==> src/design/dvsp_regs.svh <==
// Register offsets, field positions and reset values of the viewport start and pan block
`ifndef DVSP_REGS_SVH
`define DVSP_REGS_SVH
`define DVSP_LCD_START_LOW 8'h42
`define DVSP_LCD_START_MID 8'h43
`define DVSP_LCD_START_HIGH 8'h44
`define DVSP_LCD_STRIDE_LOW 8'h46
`define DVSP_LCD_STRIDE_HIGH 8'h47
`define DVSP_LCD_PAN 8'h48
`define DVSP_LCD_STATUS 8'h3A
`define DVSP_TV_START_LOW 8'h62
`define DVSP_TV_START_MID 8'h63
`define DVSP_TV_START_HIGH 8'h64
`define DVSP_TV_STRIDE_LOW 8'h66
`define DVSP_TV_STRIDE_HIGH 8'h67
`define DVSP_TV_PAN 8'h68
`define DVSP_TV_STATUS 8'h58
`define DVSP_IRQ_STATUS 8'h70
`define DVSP_IRQ_MASK 8'h71
`define DVSP_BLANK_BIT 7
`define DVSP_WORD_BITS 5'h10
`define DVSP_START_RESET 20'h00000
`define DVSP_STRIDE_RESET 11'h000
`define DVSP_BPP_4 2'h0
`define DVSP_BPP_8 2'h1
`define DVSP_BPP_15 2'h2
`define DVSP_BPP_16 2'h3
`endif

==> src/design/dvsp_pkg.sv <==
// Types of the viewport start and pan block
package dvsp_pkg;
    typedef enum logic [1:0] {DVSP_IDLE, DVSP_ACK} dvsp_bus_type;

    // Per-path register and active copies
    typedef struct packed {
        logic [19:0] start_stage;
        logic [10:0] stride;
        logic [1:0] pan_stage;
        logic [19:0] start_active;
        logic [1:0] pan_active;
        logic [20:0] line_addr;
        logic blank_q;
    } dvsp_path_type;

    typedef struct packed {
        dvsp_path_type [1:0] path;
        logic [1:0] irq_status;
        logic [1:0] irq_mask;
        dvsp_bus_type bus;
        logic [31:0] rdata;
    } dvsp_state_type;

    // Timing inputs and fetch outputs of one display path
    typedef struct packed {
        logic frame_start;
        logic line_start;
        logic vblank;
        logic [1:0] bpp;
    } dvsp_timing_type;

    typedef struct packed {
        logic [20:0] line_addr;
        logic [1:0] pixel_skip;
    } dvsp_fetch_type;
endpackage

==> src/design/dvsp_viewport.sv <==
// Viewport start address, stride and pixel pan logic for the LCD and CRT/TV paths
//
// Design decision made here: register access over Wishbone.
`timescale 1ns/1ps
`include "dvsp_regs.svh"

// Function
// - Start value is word address, zero first word
// - Start address sampled at every frame start
// - Pixel pan sampled at every line start
// - Status bit 7 reads one in blank
// - Below 15 bpp pan shifts sub-word
// - Start unit step is 16/bpp pixels
// - Word is two bytes, stride in words
// - Separate start settings for LCD, CRT/TV
// - Start split into bytes, bits 19-16 high
// - Eleven-bit word stride between displayed lines
// - Pan bits used per depth as LSBs
module dvsp_viewport import dvsp_pkg::*; (
    input wire logic clk_i,
    input wire logic rst_i,
    input wire logic wb_cyc_i,
    input wire logic wb_stb_i,
    input wire logic wb_we_i,
    input wire logic [7:0] wb_adr_i,
    input wire logic [3:0] wb_sel_i,
    input wire logic [31:0] wb_dat_i,
    output logic [31:0] wb_dat_o,
    output logic wb_ack_o,
    input wire dvsp_timing_type [1:0] timing_i,
    output dvsp_fetch_type [1:0] fetch_o,
    output logic irq_o
);
    dvsp_state_type state;
    dvsp_state_type next_state;
    logic req;
    logic wr;

    assign req = wb_cyc_i && wb_stb_i && (state.bus == DVSP_IDLE);
    assign wr = req && wb_we_i && wb_sel_i[0];

    // Byte offset of a path register; path 0 is LCD, path 1 is CRT/TV
    function automatic logic [7:0] base_of(input int p, input logic [7:0] lcd, input logic [7:0] tv);
        base_of = (p == 0) ? lcd : tv;
    endfunction

    // Pan bits that count at the path's colour depth
    function automatic logic [1:0] pan_used(input logic [1:0] bpp, input logic [1:0] pan);
        unique case (bpp)
            `DVSP_BPP_4: pan_used = pan;
            `DVSP_BPP_8: pan_used = {1'b0, pan[0]};
            default: pan_used = 2'h0;
        endcase
    endfunction

    // Next-state logic: bus slave, staging, sampling and interrupts
    always_comb begin
        next_state = state;
        next_state.bus = DVSP_IDLE;
        if (req) begin
            next_state.bus = DVSP_ACK;
        end
        next_state.rdata = 32'h00000000;
        for (int p = 0; p < 2; p++) begin
            next_state.path[p].blank_q = timing_i[p].vblank;
            // Blank entry raises a sticky event; set wins over clear
            if (wr && wb_adr_i == `DVSP_IRQ_STATUS && wb_dat_i[p]) begin
                next_state.irq_status[p] = 1'b0;
            end
            if (timing_i[p].vblank && !state.path[p].blank_q) begin
                next_state.irq_status[p] = 1'b1;
            end
            if (wr) begin
                // Start and pan writes land in staging, stride writes go live at once; whole address swaps later
                if (wb_adr_i == base_of(p, `DVSP_LCD_START_LOW, `DVSP_TV_START_LOW)) begin
                    next_state.path[p].start_stage[7:0] = wb_dat_i[7:0];
                end
                if (wb_adr_i == base_of(p, `DVSP_LCD_START_MID, `DVSP_TV_START_MID)) begin
                    next_state.path[p].start_stage[15:8] = wb_dat_i[7:0];
                end
                if (wb_adr_i == base_of(p, `DVSP_LCD_START_HIGH, `DVSP_TV_START_HIGH)) begin
                    next_state.path[p].start_stage[19:16] = wb_dat_i[3:0];
                end
                if (wb_adr_i == base_of(p, `DVSP_LCD_STRIDE_LOW, `DVSP_TV_STRIDE_LOW)) begin
                    next_state.path[p].stride[7:0] = wb_dat_i[7:0];
                end
                if (wb_adr_i == base_of(p, `DVSP_LCD_STRIDE_HIGH, `DVSP_TV_STRIDE_HIGH)) begin
                    next_state.path[p].stride[10:8] = wb_dat_i[2:0];
                end
                if (wb_adr_i == base_of(p, `DVSP_LCD_PAN, `DVSP_TV_PAN)) begin
                    next_state.path[p].pan_stage = wb_dat_i[1:0];
                end
            end
            // Frame start latches the start and restarts the line walk
            if (timing_i[p].frame_start) begin
                next_state.path[p].start_active = state.path[p].start_stage;
                next_state.path[p].line_addr = {1'b0, state.path[p].start_stage};
                next_state.path[p].pan_active = pan_used(timing_i[p].bpp, state.path[p].pan_stage);
            end else if (timing_i[p].line_start) begin
                next_state.path[p].line_addr = state.path[p].line_addr
                    + {10'h000, state.path[p].stride};
                next_state.path[p].pan_active = pan_used(timing_i[p].bpp, state.path[p].pan_stage);
            end
            // Read mux
            if (wb_adr_i == base_of(p, `DVSP_LCD_START_LOW, `DVSP_TV_START_LOW)) begin
                next_state.rdata = {24'h000000, state.path[p].start_stage[7:0]};
            end
            if (wb_adr_i == base_of(p, `DVSP_LCD_START_MID, `DVSP_TV_START_MID)) begin
                next_state.rdata = {24'h000000, state.path[p].start_stage[15:8]};
            end
            if (wb_adr_i == base_of(p, `DVSP_LCD_START_HIGH, `DVSP_TV_START_HIGH)) begin
                next_state.rdata = {28'h0000000, state.path[p].start_stage[19:16]};
            end
            if (wb_adr_i == base_of(p, `DVSP_LCD_STRIDE_LOW, `DVSP_TV_STRIDE_LOW)) begin
                next_state.rdata = {24'h000000, state.path[p].stride[7:0]};
            end
            if (wb_adr_i == base_of(p, `DVSP_LCD_STRIDE_HIGH, `DVSP_TV_STRIDE_HIGH)) begin
                next_state.rdata = {29'h00000000, state.path[p].stride[10:8]};
            end
            if (wb_adr_i == base_of(p, `DVSP_LCD_PAN, `DVSP_TV_PAN)) begin
                next_state.rdata = {30'h00000000, state.path[p].pan_stage};
            end
            if (wb_adr_i == base_of(p, `DVSP_LCD_STATUS, `DVSP_TV_STATUS)) begin
                next_state.rdata = {24'h000000, timing_i[p].vblank, 7'h00};
            end
        end
        if (wr && wb_adr_i == `DVSP_IRQ_MASK) begin
            next_state.irq_mask = wb_dat_i[1:0];
        end
        if (wb_adr_i == `DVSP_IRQ_STATUS) begin
            next_state.rdata = {30'h00000000, state.irq_status};
        end
        if (wb_adr_i == `DVSP_IRQ_MASK) begin
            next_state.rdata = {30'h00000000, state.irq_mask};
        end
        if (!req) begin
            next_state.rdata = state.rdata;
        end
    end

    // State register
    always_ff @(posedge clk_i) begin
        if (rst_i) begin
            state <= '0;
            // Blank detectors start at the idle level, so reset raises no false event
            state.path[0].blank_q <= 1'b1;
            state.path[1].blank_q <= 1'b1;
        end else begin
            state <= next_state;
        end
    end

    // Outputs
    assign wb_ack_o = (state.bus == DVSP_ACK);
    assign wb_dat_o = state.rdata;
    assign irq_o = |(state.irq_status & state.irq_mask);
    assign fetch_o[0] = '{line_addr: state.path[0].line_addr, pixel_skip: state.path[0].pan_active};
    assign fetch_o[1] = '{line_addr: state.path[1].line_addr, pixel_skip: state.path[1].pan_active};
endmodule

==> config.mk <==
export PLATFORM = sky130hd
export DESIGN_NAME = dvsp_viewport
export DESIGN_NICKNAME = d
export VERILOG_FILES = /design/src/design/dvsp_pkg.sv /design/src/design/dvsp_viewport.sv
export VERILOG_INCLUDE_DIRS = /design/src /design/src/design
export SDC_FILE = /design/constraint.sdc
export NUM_CORES = 1
export LEC_CHECK = 0
export BUFFER_PORTS_ARGS = -buffer_cell sky130_fd_sc_hd__buf_2
export CORE_MARGIN = 2
export CORE_UTILIZATION = 40
export CTS_CLUSTER_DIAMETER = 80
export CTS_CLUSTER_SIZE = 28
export DETAILED_ROUTE_END_ITERATION = 8
export PLACE_DENSITY = 0.67
export SLEW_MARGIN = 5
export SYNTH_ARGS = -nofsm -noshare
export SYNTH_HDL_FRONTEND = slang
export SYNTH_SLANG_ARGS = --single-unit
==> constraint.sdc <==
create_clock -name clk_i -period 2.3 [get_ports clk_i]
set_clock_uncertainty 0.1 [all_clocks]
set_input_delay 0.115 -clock clk_i [delete_from_list [all_inputs] [get_ports clk_i]]
set_output_delay 0.115 -clock clk_i [all_outputs]
set_load 0.01 [all_outputs]
[After elaboration in Yosys (flattened, before gate mapping)]
Index checks and enable logic that the tools add are counted.
Widths: inputs -> output; s select.
Word-level totals
  bits in registers: 152
  input bits: 59
  output and inout bits: 80
  logic and storage cells: 108
Cells by class
  add/sub/neg operators: 2
  eq/ne operators: 19
  mux-type cells: 27
  bitwise logic cells: 1
  reduce and logical (&&, ||, !) cells: 34
Operators with widths (number)
  $mux 32: 15
  $eq 8x7->1 const B: 15
  $mux 23: 4
  $add 21x11->21: 2
  $reduce_and 2->1: 12
  $logic_and 1x1->1: 10
  $eq 8x6->1 const B: 1
  $mux 8: 1
  $pmux 2 s2: 2
  $reduce_bool 2->1: 4
  $eq 2x1->1 const B: 3
  $logic_not 2->1: 3
  $reduce_or 2->1: 3
  $mux 1: 5
  $and 2x2->2: 1
  $logic_not 1->1: 2

[Longest topological paths before layout]
Gate-level depths: netlist of the first run.
  depth in word-level cells: 17
  gate-level depth with buffers: 8
  mapped depth without buffers: 7

[Worst setup path after synthesis of the first run]
OpenSTA, ideal clock, no wires.
  kind: register to register
  from: register state (netlist bit fetch_o[2])
  to: register state (netlist bit fetch_o[14])
  setup time: 0.091 ns
  arrival: 2.089 ns
  required time: 2.109 ns
  slack: 0.020 ns
  stages on the path, launching flop included: 8
  buffers on the path: 0
  cell sequence: dfxtp_1 ha_1 fa_1 a211oi_1 o21ai_1 a31oi_2 o21ai_0 a311oi_1
Between the ends
  longest elaborated chain between the ends: 3
Ends and longest elaborated chain
  start, declared: line dvsp_viewport.sv:34  | dvsp_state_type state;
  start signal, assigned: line dvsp_viewport.sv:149  | state <= next_state;
  $add 21x11->21: line dvsp_viewport.sv:101  | + {10'h000, state.path[p].stride};
  $mux 23: line dvsp_viewport.sv:99  | end else if (timing_i[p].line_start) begin
  $mux 23: line dvsp_viewport.sv:95  | if (timing_i[p].frame_start) begin
Every way passes these cells. The select of a mux whose other input is x is not followed.
A chain may end at the register's enable or synchronous reset.

[Worst setup path after layout of the first run]
  from: register state (netlist bit fetch_o[25])
  to: register state (netlist bit fetch_o[43])
The elaborated chain is that of the path after synthesis.

==> results of run 1 <==
-- cell families (layout without fill, tap and decap cells) --
group                      Yosys count  in the layout  share of synthesized area [%]
AOI/OAI and AO/OA                  230            231                           19.6
and+or+nand+nor                    341            341                           22.4
xor gates and xnor gates            11             11                           1.22
buffers and inverters              145            201                           10.9
DFF                                127            127                           32.2
other                                1             24                         0.0474
muxes                               75             75                           9.59
adders and majority gates           24             24                           3.99
-- per-layer routing --
metal / vias to the layer above / share of wire [%]
li1: 3526 / -
met1: 3445 / 45
met2: 241 / 48
met3: 48 / 5.4
met4: 0 / 2.2
met5: - / 0
-- worst max path at each step --
| stage | startpoint | end | slack [ns] | cells after the start |
|---|---|---|---|---|
| 2_1_floorplan | fetch_o[2] | fetch_o[14] | 0.02 | 7 |
| 3_3_place_gp | fetch_o[25] | fetch_o[43] | 0.008 | 7 |
| 3_5_place_dp | fetch_o[2] | fetch_o[20] | -0.07 | 8 |
| 4_1_cts | state[161] | fetch_o[43] | 0.0001 | 8 |
| 5_1_grt | fetch_o[25] | fetch_o[43] | -0.12 | 8 |
| 6_report | fetch_o[25] | fetch_o[43] | 0.01 | 8 |
-- area by class of cell --
class	instances	share of cell area [%]
Inverter	16	0.644
Clock inverter	10	2.21
Tap cell	265	3.56
Timing Repair Buffer	153	10.5
Sequential cell	127	27.3
Clock buffer	22	5.09
Multi-Input combinational cell	706	50.7
-- worst register-to-register path, cell delays in order, from the launching register on --
cell and delay (ns):
dfxtp_2 0.34, ha_4 0.16, fa_2 0.35, a211oi_2 0.23, o211ai_1 0.21, buf_4 0.20, a31oi_4 0.25, o21ai_1 0.12
a311oi_2 0.24
-- through the flow --
step | std cells | power (W) | TNS (ns)
2_1_floorplan | 977 | 0.00258 | 0
3_3_place_gp | 1248 | 0.00268 | 0
3_5_place_dp | 1248 | 0.00268 | -0.266
4_1_cts | 1298 | 0.00582 | 0
5_1_grt | 1299 | 0.00598 | -0.497
6_report | 1299 | 0.00581 | 0
-- flip-flops by register name (all words and copies together), names as in the netlist --
register	cells
fetch_o	46
state	73
wb_dat_o	8
-- cells in the final DEF, fill, tap and decap left out, types with 7 or more instances in the layout --
cell	instances
nor3b_1	11
buf_2	86
nor4_1	9
xnor2_1	9
a21o_1	10
or3_1	12
buf_4	52
o22ai_1	7
o21ai_0	32
inv_1	15
nand2_1	62
a22o_1	7
dlygate4sd3_1	14
clkbuf_16	17
nand3_1	26
dfxtp_1	123
conb_1	24
ha_1	17
a21oi_1	64
mux2i_1	69
nor2_1	122
o31ai_1	7
and3_1	12
nand2b_1	10
a211oi_1	14
a31oi_1	10
nor3_1	22
-- repair_timing --
item,4_1_cts,5_1_grt
pin swaps,10,17
hold buffers,14,0
hold endpoints to repair,40,0
gates cloned,1,0
gates resized for setup,4,24
setup endpoints to repair,12,16
buffers inserted,3,1
-- power groups by stage --
stage	registers (W)	clock network (W)	logic (W)
floorplan	0.00228	0	0.000299
CTS	0.00224	0.00317	0.000416
detailed placement	0.00229	0	0.000396
finish	0.00224	0.00315	0.000424
global placement	0.00229	0	0.000394
global route	0.00224	0.00328	0.000463
==> summary.md, run 1 <==
| Metric | Value |
|---|---|
| Outcome | completed |
| NetSw | between 0.001 and 0.0015 W |
| Cell area power density | 624 mW/mm^2 |
| Slowest stage delay, CP | 0.35 ns |
| FF-to-FF setup slack | ~0.014 ns |
| First-pass GRT wire length | roughly 36000 um |
| Critical Path Fanout Max | 5 |
| Worst-margin pin slew | between 0.5 and 0.6 ns |
| Vias in the first global route | approximately 6700 |
| Hold depth | 3 |
| Post-Route WL | 22900 um |
| Critical Path RT | 2.54 ns |
| Gate power share | ~7.3% |
| Critical R2R Launch | fetch_o[25] |
| Die Ht | around 140 um |
| Count of cell types in the netlist | a little under 80 |
| Hold Slack | 0.0282 ns |
| Core Footprint | around 0.019 mm^2 |
| Port-buffer cells | 87 |
| Vias | around 7300 |
| CP startpoint kind | register |
| Clock buffer depth | 2 |
| Yosys warns | 0 |
| Critical path arrival | between 2 and 3 ns |
| CTS tree | built |
| Main flop type after synthesis | dfxtp_1 |
| Per-cell routed wire length | about 18 um |
| Rows | 51 |
| Top cells by instance count after synthesis | 127 x dfxtp_1, 122 x nor2_1, 79 x buf_4, 69 x mux2i_1, 65 x a21oi_1 |
| #FFs+latches synth | 127 |
| Worst Hold End | state[172] |
| Cell Area, Synth | a little under 0.008 mm^2 |
| Crit path cell chain | ha_4 > fa_2 > a211oi_2 > o211ai_1 > buf_4 > a31oi_4 > o21ai_1 > a311oi_2 |
| Switching share of total power | 22.9% |
| ANT cells | 0 |
| Num CTS Buffers | 17 |
| Largest net degree at the start of global routing | 76 |
| Multi-input logic area | 0.00472 mm^2 |
| # nets final | about 1100 |
| R2R cell count | 8 |
| Count of pins over their slew limit | 0 |
| Internal power | 0.00448 W |
| Post-route cell area | ~0.0093 mm^2 |
| Full die area | 0.0209 mm^2 |
| Io pins | roughly 140 |
| F_max | 0.437 GHz |
| Dpl ws | -0.0718 ns |
| Post-DP HPWL | about 16000 um |
| # DRC | 0 |
| Dominant delay contributor by cell family on the critical path | compound AO/OA/AOI/OAI gates |
| Synth top area cells | dfxtp_1 32%, mux2i_1 8.7%, buf_4 7.5%, nor2_1 5.8%, a21oi_1 4.1% |
| Share of post-route cells with drive strength above 1 | around 22% |
| Hold crit path type | input port to register |
| Filler cells | between 1500 and 2000 |
| Hold_sp | wb_dat_i[0] |
| FF-to-FF End | fetch_o[43] |
| Routability Congestion | 0.924 |
| Vias/cell | 5.59 |
| Reg clk slew, reported paths | approximately 0.06 ns |
| Post-Place Cell Area | ~0.0083 mm^2 |
| VDD IR max | between 0.5 and 0.6 mV |
| Static Leakage | around 3.7 nW |
| CTS sink cnt | 127 |
| Avg Cell Area, Syn | approximately 8.3 um^2 |
| Clk Tree Root Cell | clkbuf_16 |
| Minimum clock period | 2.29 ns |
| Cells after Synth | 954 |
| Most common cell in the netlist | dfxtp_1 |
| Area leader, netlist | dfxtp_1 |
| Clock share of power | ~54% |
| Number of H-tree levels | 4 |
| Chip width | 145 um |
| GR Layer Usage met1 | 28.9% |
| Sequential area share after synthesis | between 30% and 40% |
| Slew Limit Headroom | around three fifths |
| 1st-iter DRT viols | ~450 |
| Period utilisation layout | between 90 and 100% |
| Count of final setup violators | 0 |
| Grt ovf | 0 |
| Number of max-cap violations | 0 |
| Asr flop ratio synth | 0% |
| Setup crit end kind | register |
| Initial antenna violation count | 0 |
| Fin worst setup slack | roughly 0.014 ns |
| Total area of sequential cells | between 0.002 and 0.003 mm^2 |
| Total GRT Usage | roughly 22% |
| Initial core utilization | slightly above 40% |
| Final Hold Viols | 0 |
| Critical path's slowest cell | fa_2 |
| Pre-Repair DR Iteration Count | 5 |
| Top Usage Layer GRT | met2 |
| CP Class | register to register |
| Area Growth Syn to Fin | 18.0% |
| Area fraction of the dominant cell type after synthesis | about a third |
| Final ANT Viol Nets | 0 |
| Number of flops mapped to enable cells by yosys | 0 |
| CP Buf/Inv Count | 1 |
| Met2 usage | between 30% and 40% |
| Reg power frac | 38.5% |
| Clock latency on the worst-skew pair | 0.43 ns |
| Met3 GRT Util | 4.24% |
| RSZ-0062 raised after global routing | true |
| Fin util | 48.1% |
No activity file was read; power rests on OpenSTA's default activity.
==> inputs of run 2 (changes only) <==
--- a/config.mk
+++ b/config.mk
@@ -12,8 +12,8 @@
 export CTS_CLUSTER_DIAMETER = 80
 export CTS_CLUSTER_SIZE = 28
 export DETAILED_ROUTE_END_ITERATION = 8
-export PLACE_DENSITY = 0.67
-export SLEW_MARGIN = 5
+export PLACE_DENSITY = 0.64
+export SLEW_MARGIN = 20
 export SYNTH_ARGS = -nofsm -noshare
 export SYNTH_HDL_FRONTEND = slang
 export SYNTH_SLANG_ARGS = --single-unit
==> constraint.sdc (replaced) <==
create_clock -name clk_i -period 2.4 [get_ports clk_i]
set_clock_uncertainty 0.1 [all_clocks]
set_input_delay 0.12 -clock clk_i [delete_from_list [all_inputs] [get_ports clk_i]]
set_output_delay 0.12 -clock clk_i [all_outputs]
set_load 0.01 [all_outputs]
==> summary.md, run 2 (synthesized netlist as in run 1, its figures left out) <==
| Metric | Value |
|---|---|
| Outcome | completed |
| Clk Tree Root Cell | clkbuf_16 |
| WL met1 | between 10000 and 15000 um |
| CP startpoint | state[161] |
| Count of final setup violators | 0 |
| Routability Congestion | 0.896 |
| Crit path cell chain | ha_4 > fa_2 > a211oi_4 > o211ai_1 > buf_4 > a31oi_4 > o21ai_1 > a311oi_1 |
| Clock buffer depth | 2 |
| Most common cell after layout, fill and taps aside | dfxtp_1 |
| CP startpoint kind | register |
| Hold crit path type | input port to register |
| Worst-margin pin slew | 0.599 ns |
| Slew Limit Headroom | around three fifths |
| CP endpoint | fetch_o[41] |
| Largest net degree at the start of global routing | 76 |
| Post-Route WL | 22500 um |
| Pwr Total | 0.00524 W |
| Number of H-tree levels | 4 |
| RSZ-0062 raised after global routing | true |
| Critical path's slowest cell | fa_2 |
| Critical path depth | 8 |
| Number of max-cap violations | 0 |
| Routed wl met3 | ~1100 um |
| Period utilisation layout | 99.2% |
| Routed length on met2 | ~11000 um |
| FF-to-FF setup slack | around 0.018 ns |
| CP Buf/Inv Count | 1 |
| Reg with most FFs | state |
| Area Growth Syn to Fin | 15.2% |
| Grt ovf | 0 |
| Final ANT Viol Nets | 0 |
| Reg clk slew, reported paths | roughly 0.06 ns |
| Pre-Repair DR Iteration Count | 5 |
| Initial antenna violation count | 0 |
| Clock latency on the worst-skew pair | roughly 0.43 ns |
| Post-DP HPWL | around 16000 um |
| CTS sink cnt | around 130 |
| Critical Path Fanout Max | 5 |
| Setup crit end kind | register |
| # DRC | 0 |
| Io pins | ~140 |
| CTS tree | built |
| VDD IR max | between 0.4 and 0.5 mV |
| Vias | slightly above 7000 |
| Per-cell routed wire length | ~18 um |
| Static Leakage | between 3 and 4 nW |
| Final setup TNS | 0 ns |
| Commonest cells after routing, fill and taps aside | 125 x dfxtp_1, 122 x nor2_1, 86 x buf_2 |
| Dominant delay contributor by cell family on the critical path | compound AO/OA/AOI/OAI gates |
| Max layer used | met4 |
| Final Hold Viols | 0 |
| Initial core utilization | between 40% and 50% |
| R2R cell count | 8 |
| Count of pins over their slew limit | 0 |
| ANT cells | 0 |
| Full die area | between 0.02 and 0.025 mm^2 |
| Cell area power density | roughly 580 mW/mm^2 |
| Die Ht | about 140 um |
| Core Footprint | slightly below 0.02 mm^2 |
| 1st-iter DRT viols | 454 |
| # nets final | 1093 |
| Port-buffer cells | 87 |
| Chip width | roughly 140 um |
| Vias/cell | roughly 5.5 |
| Critical path arrival | around 2.6 ns |
| Critical Path RT | between 2 and 3 ns |
| Max reg flops | 73 |
| Num CTS Buffers | 17 |
| Critical R2R Launch | state[161] |
| First-pass GRT wire length | approximately 35000 um |
| F_max | ~0.42 GHz |
| Total GRT Usage | a little over a fifth |
| Slowest stage delay, CP | slightly below 0.4 ns |
| Rows | 51 |
| Vias in the first global route | between 6000 and 7000 |
| Share of post-route cells with drive strength above 1 | 19.7% |
| FF-to-FF End | fetch_o[41] |
| CP Class | register to register |
| Minimum clock period | roughly 2.4 ns |
## run 2: how the worst min path moves through the flow
stage | startpoint | to | slack (ns) | cells past startpoint
after floorplan | timing_i[7] | state[115] | 0.13 | 1
after global placement | timing_i[7] | state[115] | 0.24 | 2
after detailed placement | timing_i[7] | state[115] | 0.25 | 2
after CTS | wb_dat_i[1] | state[181] | 0.01 | 3
after global routing | wb_dat_i[0] | state[172] | 0.03 | 3
final | wb_dat_i[0] | state[180] | 0.02 | 3
## run 2: layout make-up
type                            instances  area (um^2)
Inverter                               16         60.1
Multi-Input combinational cell        706         4660
Timing Repair Buffer                  142          901
Clock buffer                           21          470
Sequential cell                       127         2540
Fill cell                            1925        10300
Tap cell                              265          332
Clock inverter                         10          136
## run 2: worst min-delay path: stages
cell and delay (ns):
buf_2 0.23, nand2_1 0.10, a21oi_1 0.05
## run 2: through the flow
stage                     hold slack [ns]  util (%)  std cells  cell area, um^2  setup WS (ns)
after floorplan                     0.127         -        977             7990          0.120
after global placement              0.243      42.5       1238             8250         0.0719
after detailed placement            0.247      42.5       1238             8250         0.0184
after CTS                          0.0141      46.6       1286             9040        0.00723
after global routing               0.0324      46.9       1287             9100        -0.0873
final                              0.0231      46.9       1287             9100         0.0184
## run 2: report_power, final
group | internal, W | leakage [nW] | switching [W]
Combinational | 0.000131 | 2.35 | 0.000266
Clock | 0.00170 | 0.291 | 0.000992
Sequential | 0.00213 | 1.03 | 0.0000186
## run 2: what timing repair did
| action | in CTS | in global routing |
|---|---|---|
| gates cloned | 1 | 0 |
| hold buffers | 15 | 0 |
| setup buffers | 1 | 1 |
| hold endpoints to repair | 41 | 0 |
| gates resized for setup | 3 | 12 |
| pin swaps | 3 | 11 |
| endpoints found under the setup margin | 3 | 14 |
## run 2: per-layer routing
| metal | vias up | global-route usage (%) |
|---|---|---|
| met3 | 41 | 4.04 |
| li1 | 3494 | - |
| met1 | 3394 | 28.1 |
| met5 | - | 0 |
| met2 | 208 | 36.3 |
| met4 | 0 | 7.46 |
==> inputs of run 3 (changes only) <==
--- a/config.mk
+++ b/config.mk
@@ -9,6 +9,7 @@
 export BUFFER_PORTS_ARGS = -buffer_cell sky130_fd_sc_hd__buf_2
 export CORE_MARGIN = 2
 export CORE_UTILIZATION = 40
+export CTS_BUF_LIST = sky130_fd_sc_hd__clkbuf_16
 export CTS_CLUSTER_DIAMETER = 80
 export CTS_CLUSTER_SIZE = 28
 export DETAILED_ROUTE_END_ITERATION = 8
@@ -17,3 +18,4 @@
 export SYNTH_ARGS = -nofsm -noshare
 export SYNTH_HDL_FRONTEND = slang
 export SYNTH_SLANG_ARGS = --single-unit
+export TNS_END_PERCENT = 30
==> summary.md, run 3 (synthesized netlist as in run 1, its figures left out) <==
| Metric | Value |
|---|---|
| Outcome | completed |
| Post-Place Cell Area | between 0.008 and 0.009 mm^2 |
| Initial antenna violation count | 0 |
| Clock buffer depth | 2 |
| Slew Limit Headroom | 58.8% |
| F_max | between 0.4 and 0.5 GHz |
| Post-Route WL | between 20000 and 25000 um |
| Vias/cell | roughly 5.5 |
| First-pass GRT wire length | 34900 um |
| Rows | 51 |
| Clock latency on the worst-skew pair | 0.43 ns |
| Final Hold Viols | 0 |
| Reg power frac | between 40% and 50% |
| Num CTS Buffers | 17 |
| Hold crit path type | input port to register |
| Filler cells | 1934 |
| VDD IR max | 0.408 mV |
| Clk Tree Root Cell | clkbuf_16 |
| Per-cell routed wire length | 17.5 um |
| Switching share of total power | 24.7% |
| Total area of sequential cells | between 0.002 and 0.003 mm^2 |
| Area Growth Syn to Fin | 15.0% |
| Vias in the first global route | about 6500 |
| Multi-input logic area | between 0.004 and 0.005 mm^2 |
| NetSw | 0.00127 W |
| Routability Congestion | between 0.8 and 0.9 |
| CP startpoint kind | register |
| Post-DP HPWL | 16100 um |
| Io pins | around 140 |
| Die Ht | approximately 140 um |
| Commonest cells after routing, fill and taps aside | 125 x dfxtp_1, 122 x nor2_1, 86 x buf_2 |
| Pre-Repair DR Iteration Count | 5 |
| Reg clk slew, reported paths | 0.06 ns |
| Critical Path RT | roughly 2.6 ns |
| ANT cells | 0 |
| Core Footprint | 0.0194 mm^2 |
| Count of pins over their slew limit | 0 |
| Internal power | between 0.003 and 0.004 W |
| Count of final setup violators | 0 |
| Number of H-tree levels | 4 |
| Share of post-route cells with drive strength above 1 | between 15 and 20% |
| Fin util | a little under half |
| Gate power share | between 7 and 8% |
| Full die area | ~0.021 mm^2 |
| Max reg flops | 73 |
| Chip width | approximately 140 um |
| Largest net degree at the start of global routing | 76 |
| Final ANT Viol Nets | 0 |
| Reg with most FFs | state |
| CP Class | register to register |
| CTS tree | built |
| Cell area power density | 565 mW/mm^2 |
| Number of max-cap violations | 0 |
| Post-route cell area | around 0.0091 mm^2 |
| Non-Filler Instances | 1287 |
| CTS sink cnt | 127 |
| Initial core utilization | 40.7% |
| Worst-margin pin slew | between 0.6 and 0.7 ns |
| 1st-iter DRT viols | 460 |
| Grt ovf | 0 |
| Total GRT Usage | between 20% and 30% |
| Setup crit end kind | register |
| Vias | a little over 7000 |
| Post-Place Cells | about 1200 |
| Port-buffer cells | 87 |
| Clock share of power | between 50% and 60% |
| # nets final | roughly 1100 |
| Critical Path Fanout Max | 4 |
| Period utilisation layout | approximately 96% |
| Static Leakage | about 3.6 nW |
| Minimum clock period | about 2.3 ns |
| Most common cell after layout, fill and taps aside | dfxtp_1 |
| Critical path arrival | between 2 and 3 ns |
| # DRC | 0 |
==> run 3: cell types whose count changed in the layout (fill, tap and decap cells not counted) <==
cell,before,now
clkbuf_1,1,0
clkbuf_8,3,0
clkinv_1,0,3
ha_1,21,19
ha_2,0,1
ha_4,1,2
inv_1,15,16
o21ai_0,33,32
o21ai_1,5,7
o21ai_2,3,2
==> run 3: final cells by class <==
type | instances | share of cell area, %
Clock buffer | 17 | 4.68
Clock inverter | 14 | 1.67
Timing Repair Buffer | 142 | 9.91
Inverter | 16 | 0.661
Tap cell | 265 | 3.65
Multi-Input combinational cell | 706 | 51.4
Sequential cell | 127 | 28.0
==> run 3: worst paths after layout <==
path | cells past startpoint | startpoint | endpoint | slack [ns]
min reg2reg | 2 | state[172] | state[172] | 0.38
max | 7 | state[161] | fetch_o[41] | 0.09
min | 3 | wb_dat_i[0] | state[180] | 0.03
max reg2reg | 7 | state[161] | fetch_o[41] | 0.09
==> run 3: what timing repair did <==
action                                  in CTS  in global routing
pin swaps                                    0                 11
buffers inserted                             0                  2
cloned                                       0                  1
hold buffers                                15                  0
resized for setup                            1                 16
endpoints found under the hold margin       40                  0
endpoints found under the setup margin       3                 15
==> run 3: worst max-delay path, cell delays in order, from the launching register on <==
cell	delay, ns
dfxtp_2	0.35
ha_4	0.15
fa_2	0.24
a211oi_4	0.07
o211ai_1	0.48
a31oi_2	0.23
or3_1	0.35
a311oi_1	0.25
==> run 3: metal layers <==
layer	vias to the layer above	routed length, um	global-route usage, %
met1	3335	10100	27.9
met4	0	445	6.44
li1	3499	-	-
met3	35	1160	4.54
met2	201	10800	35.9
met5	-	0	0
==> run 3: power by group through the flow <==
stage / clock [W] / combinational, W / sequential, W
final: 0.00259 / 0.000396 / 0.00215
after global routing: 0.00272 / 0.000434 / 0.00215
after CTS: 0.00262 / 0.000392 / 0.00215
after detailed placement: 0 / 0.000374 / 0.00219
after global placement: 0 / 0.000372 / 0.00219
after floorplan: 0 / 0.000287 / 0.00219
==> run 3: per-stage QoR <==
| step | TNS [ns] | setup WS [ns] | total power [W] | hold WS (ns) |
|---|---|---|---|---|
| final | 0 | 0.0907 | 0.00513 | 0.0252 |
| after floorplan | 0 | 0.120 | 0.00247 | 0.127 |
| after detailed placement | 0 | 0.0184 | 0.00257 | 0.247 |
| after global placement | 0 | 0.0719 | 0.00256 | 0.243 |
| after global routing | -0.00437 | -0.00437 | 0.00530 | 0.0313 |
| after CTS | -0.00459 | -0.00459 | 0.00516 | 0.0150 |
